File: src/dexp_defines.vh
// Constants for the double exposure gate sequencer
`ifndef DEXP_DEFINES_VH
`define DEXP_DEFINES_VH
`define ADR_CTRL 4'h0
`define ADR_STATUS 4'h1
`define ADR_DLY_START 4'h2
`define ADR_WID_START 4'h3
`define ADR_DLY_END 4'h4
`define ADR_WID_END 4'h5
`define ADR_BURST_PER 4'h6
`define ADR_SETTLE 4'h7
`define ADR_INT_PER 4'h8
`define ADR_BURST_CNT 4'h9
`define ADR_IMG_CNT 4'ha
`define CTRL_ENABLE 0
`define CTRL_TWO_TRIG 1
`define CTRL_STEPPED 2
`define CTRL_INT_TRIG 3
`define CTRL_GATED 4
`define PAIR_COUNT 2'h2
`define MARKER_CYCLES 16'h0004
`endif

File: src/gate_pulse_timer.v
// One gated exposure: delay, gate width, then settle time
`timescale 1ns/100ps
`include "dexp_defines.vh"
module gate_pulse_timer #(
  parameter W = 32
) (
  input wire clk_i,
  input wire rst_i,
  input wire ce_i,
  input wire start_i,
  input wire [W-1:0] delay_i,
  input wire [W-1:0] width_i,
  input wire [W-1:0] settle_i,
  output reg gate_o,
  output reg done_o,
  output reg busy_o
);
  localparam S_IDLE = 2'h0;
  localparam S_DLY = 2'h1;
  localparam S_GATE = 2'h2;
  localparam S_SET = 2'h3;
  reg [1:0] st_ff;
  reg [W-1:0] cnt_ff;
  reg [W-1:0] wid_ff;
  reg [W-1:0] set_ff;

  // Phases count down; a zero length phase still takes one cycle
  always @(posedge clk_i) begin
    if (rst_i) begin
      st_ff <= S_IDLE;
      cnt_ff <= {W{1'b0}};
      wid_ff <= {W{1'b0}};
      set_ff <= {W{1'b0}};
      gate_o <= 1'b0;
      done_o <= 1'b0;
      busy_o <= 1'b0;
    end else if (ce_i) begin
      done_o <= 1'b0;
      case (st_ff)
        S_IDLE: begin
          if (start_i) begin
            // Settings latched so mid-pulse writes cannot tear it
            cnt_ff <= delay_i;
            wid_ff <= width_i;
            set_ff <= settle_i;
            busy_o <= 1'b1;
            st_ff <= S_DLY;
          end
        end
        S_DLY: begin
          if (cnt_ff <= {{(W-1){1'b0}}, 1'b1}) begin
            cnt_ff <= wid_ff;
            gate_o <= 1'b1;
            st_ff <= S_GATE;
          end else begin
            cnt_ff <= cnt_ff - {{(W-1){1'b0}}, 1'b1};
          end
        end
        S_GATE: begin
          if (cnt_ff <= {{(W-1){1'b0}}, 1'b1}) begin
            cnt_ff <= set_ff;
            gate_o <= 1'b0;
            st_ff <= S_SET;
          end else begin
            cnt_ff <= cnt_ff - {{(W-1){1'b0}}, 1'b1};
          end
        end
        S_SET: begin
          // Settle lets phosphor decay before the image shift
          if (cnt_ff <= {{(W-1){1'b0}}, 1'b1}) begin // RL17
            done_o <= 1'b1;
            busy_o <= 1'b0;
            st_ff <= S_IDLE;
          end else begin
            cnt_ff <= cnt_ff - {{(W-1){1'b0}}, 1'b1};
          end
        end
        default: st_ff <= S_IDLE;
      endcase
    end
  end
endmodule

File: src/double_exposure_gate_sequencer.v
// Double exposure sequencer with Wishbone registers
// Operation
// RL1 - One trigger launches both pair exposures
// RL2 - Burst mode gives exactly two pulses
// RL3 - Second start follows first by burst period
// RL4 - Host sets burst period covering pulse
// RL5 - Burst pulses share one width, delay
// RL6 - Two trigger mode: trigger per exposure
// RL7 - Repetitive gating reuses same width, delay
// RL8 - Stepped: start values first, end second
// RL9 - First image moved to storage, held
// RL10 - Second charge held until readout done
// RL11 - Trigger source external or internal
// RL12 - Internal start on marker rising edge
// RL13 - Source spaces triggers beyond pair sequence
// RL14 - Two trigger spacing beyond pulse time
// RL15 - Gated mode and image count two
// RL16 - Host downloads settings before acquisition
// RL17 - Wait settle time before image shift
// RL18 - Triggers during a pair are ignored
// RL19 - Two trigger mode rearms after pair
//
// The placing of the registers and the Wishbone slave port are this design's own decisions.
`timescale 1ns/100ps
`include "dexp_defines.vh"
module double_exposure_gate_sequencer #(
  parameter W = 32
) (
  input wire clk_i,
  input wire rst_i,
  input wire ce_i,
  input wire cyc_i,
  input wire stb_i,
  input wire we_i,
  input wire [5:0] adr_i,
  input wire [3:0] sel_i,
  input wire [31:0] dat_i,
  output reg [31:0] dat_o,
  output reg ack_o,
  input wire ext_trig_i,
  input wire readout_done_i,
  output reg gate_o,
  output reg transfer_o,
  output reg cycle_start_marker_o,
  output reg pair_busy_o
);
  localparam S_IDLE = 3'h0;
  localparam S_FIRST = 3'h1;
  localparam S_WAIT2 = 3'h2;
  localparam S_SECOND = 3'h3;
  localparam S_HOLD = 3'h4;

  // Host loaded settings
  reg [4:0] ctrl_ff;
  reg [W-1:0] dly_s_ff;
  reg [W-1:0] wid_s_ff;
  reg [W-1:0] dly_e_ff;
  reg [W-1:0] wid_e_ff;
  reg [W-1:0] bper_ff;
  reg [W-1:0] settle_ff;
  reg [W-1:0] iper_ff;
  reg [1:0] bcnt_ff;
  reg [1:0] icnt_ff;

  // Sequencer and marker state
  reg [2:0] st_ff;
  reg [W-1:0] bcount_ff;
  reg [W-1:0] icount_ff;
  reg [15:0] mk_ff;

  // Pin synchroniser stages; the third stage only feeds edge detection
  reg ext_s1_ff;
  reg ext_s2_ff;
  reg ext_s3_ff;
  reg rd_s1_ff;
  reg rd_s2_ff;
  reg rd_s3_ff;
  reg marker_q_ff;
  reg stored_ff;
  reg [7:0] pairs_ff;
  reg start_ff;
  reg sel_end_ff;
  wire p_gate, p_done, p_busy;
  wire two_trig = ctrl_ff[`CTRL_TWO_TRIG];
  wire stepped = ctrl_ff[`CTRL_STEPPED];
  // Triggers are only taken with a complete, legal setup
  wire cfg_ok = ctrl_ff[`CTRL_ENABLE] & ctrl_ff[`CTRL_GATED] & // RL15
                (icnt_ff == `PAIR_COUNT) & (two_trig | (bcnt_ff == `PAIR_COUNT)); // RL2
  wire ext_edge = ext_s2_ff & ~ext_s3_ff;
  // Readout done is a level that may still stand from the last pair,
  // so only its rising edge marks the end of a readout
  wire rd_rise = rd_s2_ff & ~rd_s3_ff;
  wire int_edge = cycle_start_marker_o & ~marker_q_ff; // RL12
  wire trig = ctrl_ff[`CTRL_INT_TRIG] ? int_edge : ext_edge; // RL11
  wire bus_req = cyc_i & stb_i & ~ack_o;
  wire [3:0] widx = adr_i[5:2];

  // Byte lane merge for a 32-bit register
  function [31:0] merge;
    input [31:0] old;
    input [31:0] nw;
    input [3:0] sel;
    begin
      merge = {sel[3] ? nw[31:24] : old[31:24], sel[2] ? nw[23:16] : old[23:16],
               sel[1] ? nw[15:8] : old[15:8], sel[0] ? nw[7:0] : old[7:0]};
    end
  endfunction

  // Counter step shared by the burst spacing and marker period counters
  function [W-1:0] inc;
    input [W-1:0] v;
    begin
      inc = v + {{(W-1){1'b0}}, 1'b1};
    end
  endfunction

  // Control write image; only the low five bits are kept
  wire [31:0] ctrl_wr = merge({27'h0, ctrl_ff}, dat_i, sel_i);

  // Only the second exposure of a stepped two trigger pair uses end values
  gate_pulse_timer #(.W(W)) u_pulse (
    .clk_i(clk_i),
    .rst_i(rst_i),
    .ce_i(ce_i),
    .start_i(start_ff),
    .delay_i(sel_end_ff ? dly_e_ff : dly_s_ff), // RL8
    .width_i(sel_end_ff ? wid_e_ff : wid_s_ff), // RL8
    .settle_i(settle_ff),
    .gate_o(p_gate),
    .done_o(p_done),
    .busy_o(p_busy)
  );

  // Pin synchronisers
  always @(posedge clk_i) begin
    if (rst_i) begin
      ext_s1_ff <= 1'b0;
      ext_s2_ff <= 1'b0;
      ext_s3_ff <= 1'b0;
      rd_s1_ff <= 1'b0;
      rd_s2_ff <= 1'b0;
      rd_s3_ff <= 1'b0;
    end else if (ce_i) begin
      ext_s1_ff <= ext_trig_i;
      ext_s2_ff <= ext_s1_ff;
      ext_s3_ff <= ext_s2_ff;
      rd_s1_ff <= readout_done_i;
      rd_s2_ff <= rd_s1_ff;
      rd_s3_ff <= rd_s2_ff;
    end
  end

  // Internal trigger: marker pulse every iper cycles
  always @(posedge clk_i) begin
    if (rst_i) begin
      icount_ff <= {W{1'b0}};
      mk_ff <= 16'h0000;
      cycle_start_marker_o <= 1'b0;
      marker_q_ff <= 1'b0;
    end else if (ce_i) begin
      // Delayed copy for the marker rising edge detector
      marker_q_ff <= cycle_start_marker_o;
      if (!ctrl_ff[`CTRL_INT_TRIG] || iper_ff == {W{1'b0}}) begin
        icount_ff <= {W{1'b0}};
        cycle_start_marker_o <= 1'b0;
      end else if (icount_ff >= iper_ff - {{(W-1){1'b0}}, 1'b1}) begin
        icount_ff <= {W{1'b0}};
        cycle_start_marker_o <= 1'b1;
        mk_ff <= `MARKER_CYCLES;
      end else begin
        icount_ff <= inc(icount_ff);
        if (mk_ff != 16'h0000) begin
          mk_ff <= mk_ff - 16'h0001;
        end else begin
          cycle_start_marker_o <= 1'b0;
        end
      end
    end
  end

  // Pair sequencer
  always @(posedge clk_i) begin
    if (rst_i) begin
      st_ff <= S_IDLE;
      start_ff <= 1'b0;
      sel_end_ff <= 1'b0;
      bcount_ff <= {W{1'b0}};
      gate_o <= 1'b0;
      transfer_o <= 1'b0;
      stored_ff <= 1'b0;
      pair_busy_o <= 1'b0;
      pairs_ff <= 8'h00;
    end else if (ce_i) begin
      start_ff <= 1'b0;
      transfer_o <= 1'b0;
      gate_o <= p_gate;
      // Only the first shift sets the flag again below, so the set wins; the second shift leaves it clear
      if (stored_ff && rd_rise) begin // RL10
        stored_ff <= 1'b0;
      end
      case (st_ff)
        S_IDLE: begin
          pair_busy_o <= 1'b0;
          if (trig && cfg_ok && !stored_ff) begin
            start_ff <= 1'b1;
            sel_end_ff <= 1'b0;
            bcount_ff <= {{(W-1){1'b0}}, 1'b1};
            pair_busy_o <= 1'b1;
            st_ff <= S_FIRST;
          end
        end
        S_FIRST: begin
          // Triggers here are dropped, a pair never restarts
          bcount_ff <= inc(bcount_ff); // RL18
          if (p_done) begin
            transfer_o <= 1'b1; // RL9
            stored_ff <= 1'b1; // RL9
            st_ff <= S_WAIT2;
          end
        end
        S_WAIT2: begin
          bcount_ff <= inc(bcount_ff);
          if (two_trig) begin
            if (trig) begin // RL6
              start_ff <= 1'b1;
              sel_end_ff <= stepped; // RL7
              st_ff <= S_SECOND;
            end
          end else if (bcount_ff >= bper_ff) begin
            // Burst: no trigger, same settings, spaced by period
            start_ff <= 1'b1; // RL1
            sel_end_ff <= 1'b0; // RL5
            st_ff <= S_SECOND; // RL3
          end
        end
        S_SECOND: begin
          if (p_done) begin
            st_ff <= S_HOLD;
          end
        end
        S_HOLD: begin
          // Second charge stays in active columns until readout ends
          if (!stored_ff || rd_rise) begin // RL10
            transfer_o <= 1'b1;
            pairs_ff <= pairs_ff + 8'h01;
            st_ff <= S_IDLE; // RL19
          end
        end
        default: st_ff <= S_IDLE;
      endcase
    end
  end

  // Wishbone slave, one wait state, unmapped reads zero
  always @(posedge clk_i) begin
    if (rst_i) begin
      ack_o <= 1'b0;
      dat_o <= 32'h00000000;
      ctrl_ff <= 5'h00;
      dly_s_ff <= {W{1'b0}};
      wid_s_ff <= {W{1'b0}};
      dly_e_ff <= {W{1'b0}};
      wid_e_ff <= {W{1'b0}};
      bper_ff <= {W{1'b0}};
      settle_ff <= {W{1'b0}};
      iper_ff <= {W{1'b0}};
      bcnt_ff <= `PAIR_COUNT;
      icnt_ff <= `PAIR_COUNT;
    end else if (ce_i) begin
      ack_o <= bus_req;
      if (bus_req && we_i) begin
        // Host loads all settings before acquisition
        case (widx) // RL16
          `ADR_CTRL: ctrl_ff <= ctrl_wr[4:0];
          `ADR_DLY_START: dly_s_ff <= merge(dly_s_ff, dat_i, sel_i);
          `ADR_WID_START: wid_s_ff <= merge(wid_s_ff, dat_i, sel_i);
          `ADR_DLY_END: dly_e_ff <= merge(dly_e_ff, dat_i, sel_i);
          `ADR_WID_END: wid_e_ff <= merge(wid_e_ff, dat_i, sel_i);
          `ADR_BURST_PER: bper_ff <= merge(bper_ff, dat_i, sel_i); // RL4
          `ADR_SETTLE: settle_ff <= merge(settle_ff, dat_i, sel_i);
          `ADR_INT_PER: iper_ff <= merge(iper_ff, dat_i, sel_i);
          `ADR_BURST_CNT: if (sel_i[0]) bcnt_ff <= dat_i[1:0];
          `ADR_IMG_CNT: if (sel_i[0]) icnt_ff <= dat_i[1:0];
          default: ;
        endcase
      end
      // Read data stands until the next read
      if (bus_req && !we_i) begin
        case (widx)
          `ADR_CTRL: dat_o <= {27'h0, ctrl_ff};
          `ADR_STATUS: dat_o <= {16'h0, pairs_ff, 2'h0, cfg_ok, p_busy, stored_ff, st_ff};
          `ADR_DLY_START: dat_o <= dly_s_ff;
          `ADR_WID_START: dat_o <= wid_s_ff;
          `ADR_DLY_END: dat_o <= dly_e_ff;
          `ADR_WID_END: dat_o <= wid_e_ff;
          `ADR_BURST_PER: dat_o <= bper_ff;
          `ADR_SETTLE: dat_o <= settle_ff;
          `ADR_INT_PER: dat_o <= iper_ff;
          `ADR_BURST_CNT: dat_o <= {30'h0, bcnt_ff};
          `ADR_IMG_CNT: dat_o <= {30'h0, icnt_ff};
          default: dat_o <= 32'h00000000;
        endcase
      end
    end
  end
endmodule

File: config.mk
export PLATFORM = sky130hd
export DESIGN_NAME = double_exposure_gate_sequencer
export DESIGN_NICKNAME = d
export VERILOG_FILES = /design/src/gate_pulse_timer.v /design/src/double_exposure_gate_sequencer.v
export VERILOG_INCLUDE_DIRS = /design/src
export SDC_FILE = /design/constraint.sdc
export NUM_CORES = 1
export LEC_CHECK = 0
export ABC_AREA = 1
export ABC_CLOCK_PERIOD_IN_PS = 5700
export BUFFER_PORTS_ARGS = -buffer_cell sky130_fd_sc_hd__buf_2
export CAP_MARGIN = 25
export CORE_ASPECT_RATIO = 1.25
export CORE_MARGIN = 1
export CORE_UTILIZATION = 50
export CTS_BUF_LIST = sky130_fd_sc_hd__clkbuf_4
export CTS_CLUSTER_DIAMETER = 150
export DETAILED_ROUTE_END_ITERATION = 10
export GPL_ROUTABILITY_DRIVEN = 1
export HOLD_SLACK_MARGIN = 0.05
export PLACE_DENSITY = 0.66
export SLEW_MARGIN = 20
export SYNTH_ARGS = -nofsm -noshare
export SYNTH_HDL_FRONTEND = slang
export SYNTH_HIERARCHICAL = 1
export SYNTH_SLANG_ARGS = --single-unit
File: constraint.sdc
create_clock -name clk_i -period 5.7 [get_ports clk_i]
set_input_delay 0.285 -clock clk_i [delete_from_list [all_inputs] [get_ports clk_i]]
set_output_delay 0.285 -clock clk_i [all_outputs]
set_load 0.01 [all_outputs]
# Yosys cells after proc, flatten, opt, wreduce, memory -nomap -nowiden
# Index checks and enable logic that the tools add are counted.
dict set report word_totals {
  out_inout_bits 37
  ff_bits 472
  wordCells 232
  in_bits 50
}
dict set report classes {
  n_eq_ne 31
  n_addsub 6
  n_reduce_logical 65
  bitwise 14
  magnitude_cmp 3
  mux 54
}
# cell n
set ops {}
lappend ops {{$pmux 32 s11} 1}
lappend ops {{$mux 32} 9}
lappend ops {{$reduce_and 4->1} 33}
lappend ops {{$pmux 32 s4} 1}
lappend ops {{$add 32x1->32 const B} 2}
lappend ops {{$ge 32x32->1} 2}
lappend ops {{$pmux 32 s2} 1}
lappend ops {{$sub 32x1->32 const B} 2}
lappend ops {{$le 32x1->1 const B} 1}
lappend ops {{$logic_not 32->1} 1}
lappend ops {{$mux 16} 2}
lappend ops {{$mux 1} 22}
lappend ops {{$mux 3} 7}
lappend ops {{$eq 4x3->1 const B} 4}
lappend ops {{$reduce_bool 16->1} 1}
lappend ops {{$sub 16x1->16 const B} 1}
lappend ops {{$pmux 3 s5} 1}
lappend ops {{$reduce_and 3->1} 5}
lappend ops {{$eq 4x4->1 const B} 3}
lappend ops {{$ne 2x1->1 const B} 5}
lappend ops {{$pmux 1 s2} 5}
lappend ops {{$reduce_and 5->1} 2}
lappend ops {{$reduce_bool 2->1} 5}
lappend ops {{$ne 3x3->1 const B} 3}
lappend ops {{23 further kinds} 54}

# Logic depth before layout (Yosys ltp)
dict set report depth {
  word_depth 7
  mapped_depth 25
  depth_no_buf 23
}

# Hierarchy
# The synthesis kept the hierarchy.
# mod area_per_inst_um2 cells_per_inst n_inst
set by_module_without_submodules {}
lappend by_module_without_submodules {double_exposure_gate_sequencer 19540.0 2766 1}
lappend by_module_without_submodules {gate_pulse_timer 5529.1 845 1}

# Worst setup path before layout
# OpenSTA, ideal clock, no wires.
dict set report synth_timing {
  kind {register -> register}
  start {reg iper_ff[0]}
  end {reg mk_ff[11]}
  path_stages_with_launch 21
  synth_period_minus_slack_ns 3.013
  t_arrival_ns 2.871
  required_time_ns 5.558
  setup_slack_ns 2.687
  n_path_buf 1
  cell_sequence {dfxtp_1 -> inv_1 -> ha_1 -> nand3_2 -> nor3_4 -> nand4_1 -> or2_1 -> nor2_1 -> xor2_1 -> inv_1 -> ha_1 -> nand2_1 -> nor2_1 -> nand4_1 -> nor3_2 -> nand2_1 -> nand2_1 -> buf_2 -> nor2_1 -> nand3_1 -> a21oi_2}
}
dict set report synth_via {
  elab_chain_cells 4
  word_cells_on_any_way 8
  cone_classes {1 x add/sub; 1 x order compare; 1 x mux; 1 x bitwise; 4 x reduce/logical}
}
# element line_no
set synth_rtl {}
lappend synth_rtl {{start, declared} double_exposure_gate_sequencer.v:61} ;# reg [W-1:0] iper_ff;
lappend synth_rtl {{start signal, assigned} double_exposure_gate_sequencer.v:266} ;# iper_ff <= {W{1'b0}};
lappend synth_rtl {{start signal, assigned} double_exposure_gate_sequencer.v:281} ;# `ADR_INT_PER: iper_ff <= merge(iper_ff, dat_i, sel_i);
lappend synth_rtl {{$sub 32x1->32 or $logic_not 32->1 (tied branches)} {double_exposure_gate_sequencer.v:166, double_exposure_gate_sequencer.v:163}}
lappend synth_rtl {{$ge 32x32->1 or $logic_or 1x1->1 (tied branches)} {double_exposure_gate_sequencer.v:166, double_exposure_gate_sequencer.v:163}}
lappend synth_rtl {{$reduce_bool 2->1 (no source line) or $not 1->1 (tied branches)} -}
lappend synth_rtl {{$reduce_and 3->1 (no source line)} -}
lappend synth_rtl {{end signal, assigned} double_exposure_gate_sequencer.v:169} ;# mk_ff <= `MARKER_CYCLES;
lappend synth_rtl {{end signal, assigned} double_exposure_gate_sequencer.v:173} ;# mk_ff <= mk_ff - 16'h0001;
lappend synth_rtl {{end, declared} double_exposure_gate_sequencer.v:69} ;# reg [15:0] mk_ff;
# Parallel ways exist; a longest one is shown, timed or not.
# A chain may end at the register's enable or synchronous reset.

# Worst setup path in the final report
dict set report layout_timing {
  start {reg iper_ff[0]}
  end {reg icount_ff[12]}
}
dict set report layout_via {
  elab_chain_cells 4
  word_cells_on_any_way 6
  cone_classes {1 x add/sub; 1 x order compare; 2 x mux; 2 x reduce/logical}
}
# element line_no
set layout_rtl {}
lappend layout_rtl {{$sub 32x1->32} double_exposure_gate_sequencer.v:166} ;# end else if (icount_ff >= iper_ff - {{(W-1){1'b0}}, 1'b1}) begin
lappend layout_rtl {{$ge 32x32->1} double_exposure_gate_sequencer.v:166}
lappend layout_rtl {{$mux 32} double_exposure_gate_sequencer.v:166}
lappend layout_rtl {{$mux 32 (*)} double_exposure_gate_sequencer.v:163} ;# if (!ctrl_ff[`CTRL_INT_TRIG] || iper_ff == {W{1'b0}}) begin
lappend layout_rtl {{end signal, assigned} double_exposure_gate_sequencer.v:164} ;# icount_ff <= {W{1'b0}};
lappend layout_rtl {{end signal, assigned} double_exposure_gate_sequencer.v:167} ;# icount_ff <= {W{1'b0}};
lappend layout_rtl {{end signal, assigned} double_exposure_gate_sequencer.v:171} ;# icount_ff <= inc(icount_ff);
lappend layout_rtl {{end, declared} double_exposure_gate_sequencer.v:68} ;# reg [W-1:0] icount_ff;
# Mark *: on every way between the ends. The rest lies on a longest branch, timed or not.

==> results.md <==
* Worst Hold End: iper_ff[2]$_SDFFE_PP0P_
* Worst reg2reg startpoint: iper_ff[0]$_SDFFE_PP0P_
* Crit path capture type: register
* Clk slew on worst S/H paths at 60 ps
* Worst hold start: sel_i[0]
* CTS Hold Bufs at 75
* Critical Path RT at 6560 ps
* Remaining antenna violation count after routing at 0
* Routed WL per cell at 18.7 um
* Flops & latches, synth at 472
* Met2 Use GR at 0.514
* Grt ovf at 0
* Die height at 252 um
* First-pass GRT wire length at 130000 um
* FF-to-FF End: icount_ff[12]$_SDFFE_PP0P_
* I/O pin count at 87
* Largest net degree at the start of global routing at 141
* Clock Tree Root: clkbuf_4
* Worst Reg-to-Reg Cells at 20
* Fmax at 0.246 GHz
* Vias at 25.2k
* Cell area power density at 342 nW/um2
* RSZ-0062 raised after global routing: no
* Data arrival time of the critical path at 4920 ps
* Postcts setup bufs at 0
* H-tree depth at 4
* CP Launch Point: iper_ff[0]$_SDFFE_PP0P_
* GRT Util Overall at 0.327
* Layout area overhead at 11.8%
* Initial Utilization at 0.507
* Crit share post-route at 0.713
* Max-Cap Viols at 0
* Peak VDD IR at 0.364 mV
* EDFF count, synth at 0
* Core area at 49400 um2
* Num CTS Buffers at 131
* Mapped Area at 25100 um2
* CTS tree: built
* Die ar. at 51000 um2
* Reg2Reg Setup Slack at 1640 ps
* Sequential area share after synthesis at 0.377
* GRT met3 Usage at 0.0677
* Drt pass-1 iters at 6
* Number of global-route vias before repair at 23.6k
* TNS Setup at 0 ps
* Max FO, Critical Path at 14
* Most used routing layer: met2
* Worst Tran Pin Value at 1010 ps
* Main synth FF type: dfxtp_1
* Total Nets Final at 3883
* Max Slew Vio Count at 0
* Pwr Total at 9.58 mW
* Final Wtd Congestion at 0.992
* DRC viols at 0
* Share of cells above drive strength 1 at 0.114
* Fill count at 4946
* Vias per inst at 5.60
* Netlist cell types at 54
* Hold Crit Class: primary input to register
* Hold Path Cell Cnt at 5
* Asr flop ratio synth at 0
* Initial antenna violation count at 3
* CTS Buffer Depth at 3
* Final Critical Period at 4060 ps
* Final Hold Vio Count at 0
* 1st-iter DRT viols at 2099
* Drt total wl at 84200 um
* Crit path launch type: register
* Slew Limit Headroom at 0.324
* Clk_lat worst skew at 950 ps
* Fin Hold WS at 178 ps
* Dpl hpwl at 60000 um
* Synth area leaders: dfxtp_1, nand2_1, a21oi_1
* Ys Warns at 6
* Port-buffer cells at 84
* Final core occ at 0.567
* Mapped Nets at 3737
* # setup viols final at 0
* WS Path Type: register to register
* Mean Syn Cell Area at 6.94 um2
* GR met1 Demand/Resource at 0.415
* Row count at 91
* # clock sinks at 472
* Die W at 202 um
* Post-Syn Instances at 3611
* Post-CTS resize count at 0
* Leakage Power at 11.3 nW
* Yosys top cell area share at 0.377
* Clock skew at 43.7 ps
* Synth area leader: dfxtp_1
* Status: complete, no violations
[cells in the mapped netlist, types with 5 or more instances]
cell        n
nand2_1   643
dfxtp_1   472
nor2_1    471
inv_1     394
a21oi_1   372
o21ai_0   342
clkbuf_1  102
nand3_1    98
o22ai_1    79
xor2_1     77
ha_1       76
a211oi_1   55
nor3_1     53
buf_2      47
nand4_1    41
inv_2      29
nor2_2     29
o21ai_1    29
a21oi_2    20
xnor2_1    20
o31ai_1    15
a221oi_1   13
nor2_4     13
o221ai_1   13
nand2_2    12
buf_6      10
a21o_1      8
buf_4       8
nor4_1      6
o21a_1      6
a31oi_1     5
nor3_4      5
o211ai_1    5
[power breakdown]
group	total, mW	switching [mW]	internal (mW)
Sequential	3.53	0.0976	3.43
Combinational	3.01	2.20	0.811
Clock	3.04	1.44	1.60
[area by class of cell]
class / instances / area [um2] / area share
diodes: 4 / 10.0 / 0.000357
clock buffers: 190 / 1430 / 0.0509
clock inverters: 24 / 146 / 0.00522
inverters: 427 / 1610 / 0.0573
multi-input cells: 2542 / 13200 / 0.471
flip-flops and latches: 472 / 9450 / 0.337
well taps: 651 / 815 / 0.0291
repair buffers: 183 / 1380 / 0.0491
[per-layer routing]
| metal | share of wire | vias up |
|---|---|---|
| li1 | - | 12299 |
| met1 | 0.42 | 11622 |
| met2 | 0.45 | 1043 |
| met3 | 0.077 | 213 |
| met4 | 0.050 | 2 |
| met5 | 0.00011 | - |
[critical path, cell delays in order, from the launching register on]
cell     delay, ps
dfxtp_1        310
inv_1          230
ha_1           250
nand3_2        130
nor3_4         220
nand4_1        180
or2_1          320
nor2_1         140
xor2_1         170
ha_1           250
nand2_1         80
inv_1           40
nand3_1        120
inv_1           60
nand2_1         60
nand2_1         80
a21oi_1        390
nand2_1        440
nor2_2         260
o21ai_0        120
a21oi_1        130
[flip-flops by register name, indices dropped and copies added, names as in the netlist, 32 cells and up]
signal / count
iper_ff: 32
settle_ff: 32
wid_e_ff: 32
dly_e_ff: 32
dly_s_ff: 32
dat_o: 32
u_pulse/cnt_ff: 32
wid_s_ff: 32
bcount_ff: 32
bper_ff: 32
icount_ff: 32
u_pulse/set_ff: 32
u_pulse/wid_ff: 32
[cell usage in the layout (no fill, tap or decap), types with 6 or more instances in the layout]
cell and count:
a211oi_1 55, a21o_1 8, a21oi_1 372, a21oi_2 20
a221oi_1 13, buf_2 83, buf_4 22, clkbuf_4 190
clkinv_1 22, dfxtp_1 471, dlygate4sd3_1 75, ha_1 76
inv_1 392, inv_2 30, nand2_1 643, nand2_2 12
nand3_1 98, nand4_1 41, nor2_1 470, nor2_2 30
nor2_4 13, nor3_1 53, nor4_1 6, o21a_1 6
o21ai_0 342, o21ai_1 29, o221ai_1 13, o22ai_1 79
o31ai_1 15, xnor2_1 20, xor2_1 77
[how the worst max path moves through the flow]
stage | end | slack, ps | cells after the start
floorplan | mk_ff[11]$_SDFFE_PP0P_ | 2690 | 20
global placement | icount_ff[31]$_SDFFE_PP0P_ | 1590 | 22
detailed placement | icount_ff[3]$_SDFFE_PP0P_ | 1530 | 22
CTS | icount_ff[29]$_SDFFE_PP0P_ | 1500 | 22
global route | icount_ff[12]$_SDFFE_PP0P_ | 1270 | 21
finish | icount_ff[12]$_SDFFE_PP0P_ | 1640 | 20
[logic make-up (layout without fill, tap and decap cells)]
kind of cell | Yosys count | in the layout | share of synthesized area
flip-flops | 472 | 472 | 0.377
AND/OR/NAND/NOR | 1395 | 1395 | 0.238
XOR/XNOR | 97 | 97 | 0.0339
adder cells (fa/ha/maj) | 76 | 76 | 0.0379
buffers and inverters | 597 | 824 | 0.0964
other | 0 | 4 | 0
AO/OA/AOI/OAI | 974 | 974 | 0.216
[stage by stage]
stage	area (um2)	instances	setup WS (ps)
floorplan	25100	3611	2690
global placement	25700	4199	1590
detailed placement	25700	4199	1530
CTS	28000	4488	1500
global route	28000	4492	1270
finish	28000	4493	1640
(Power assumes the default switching activity.)
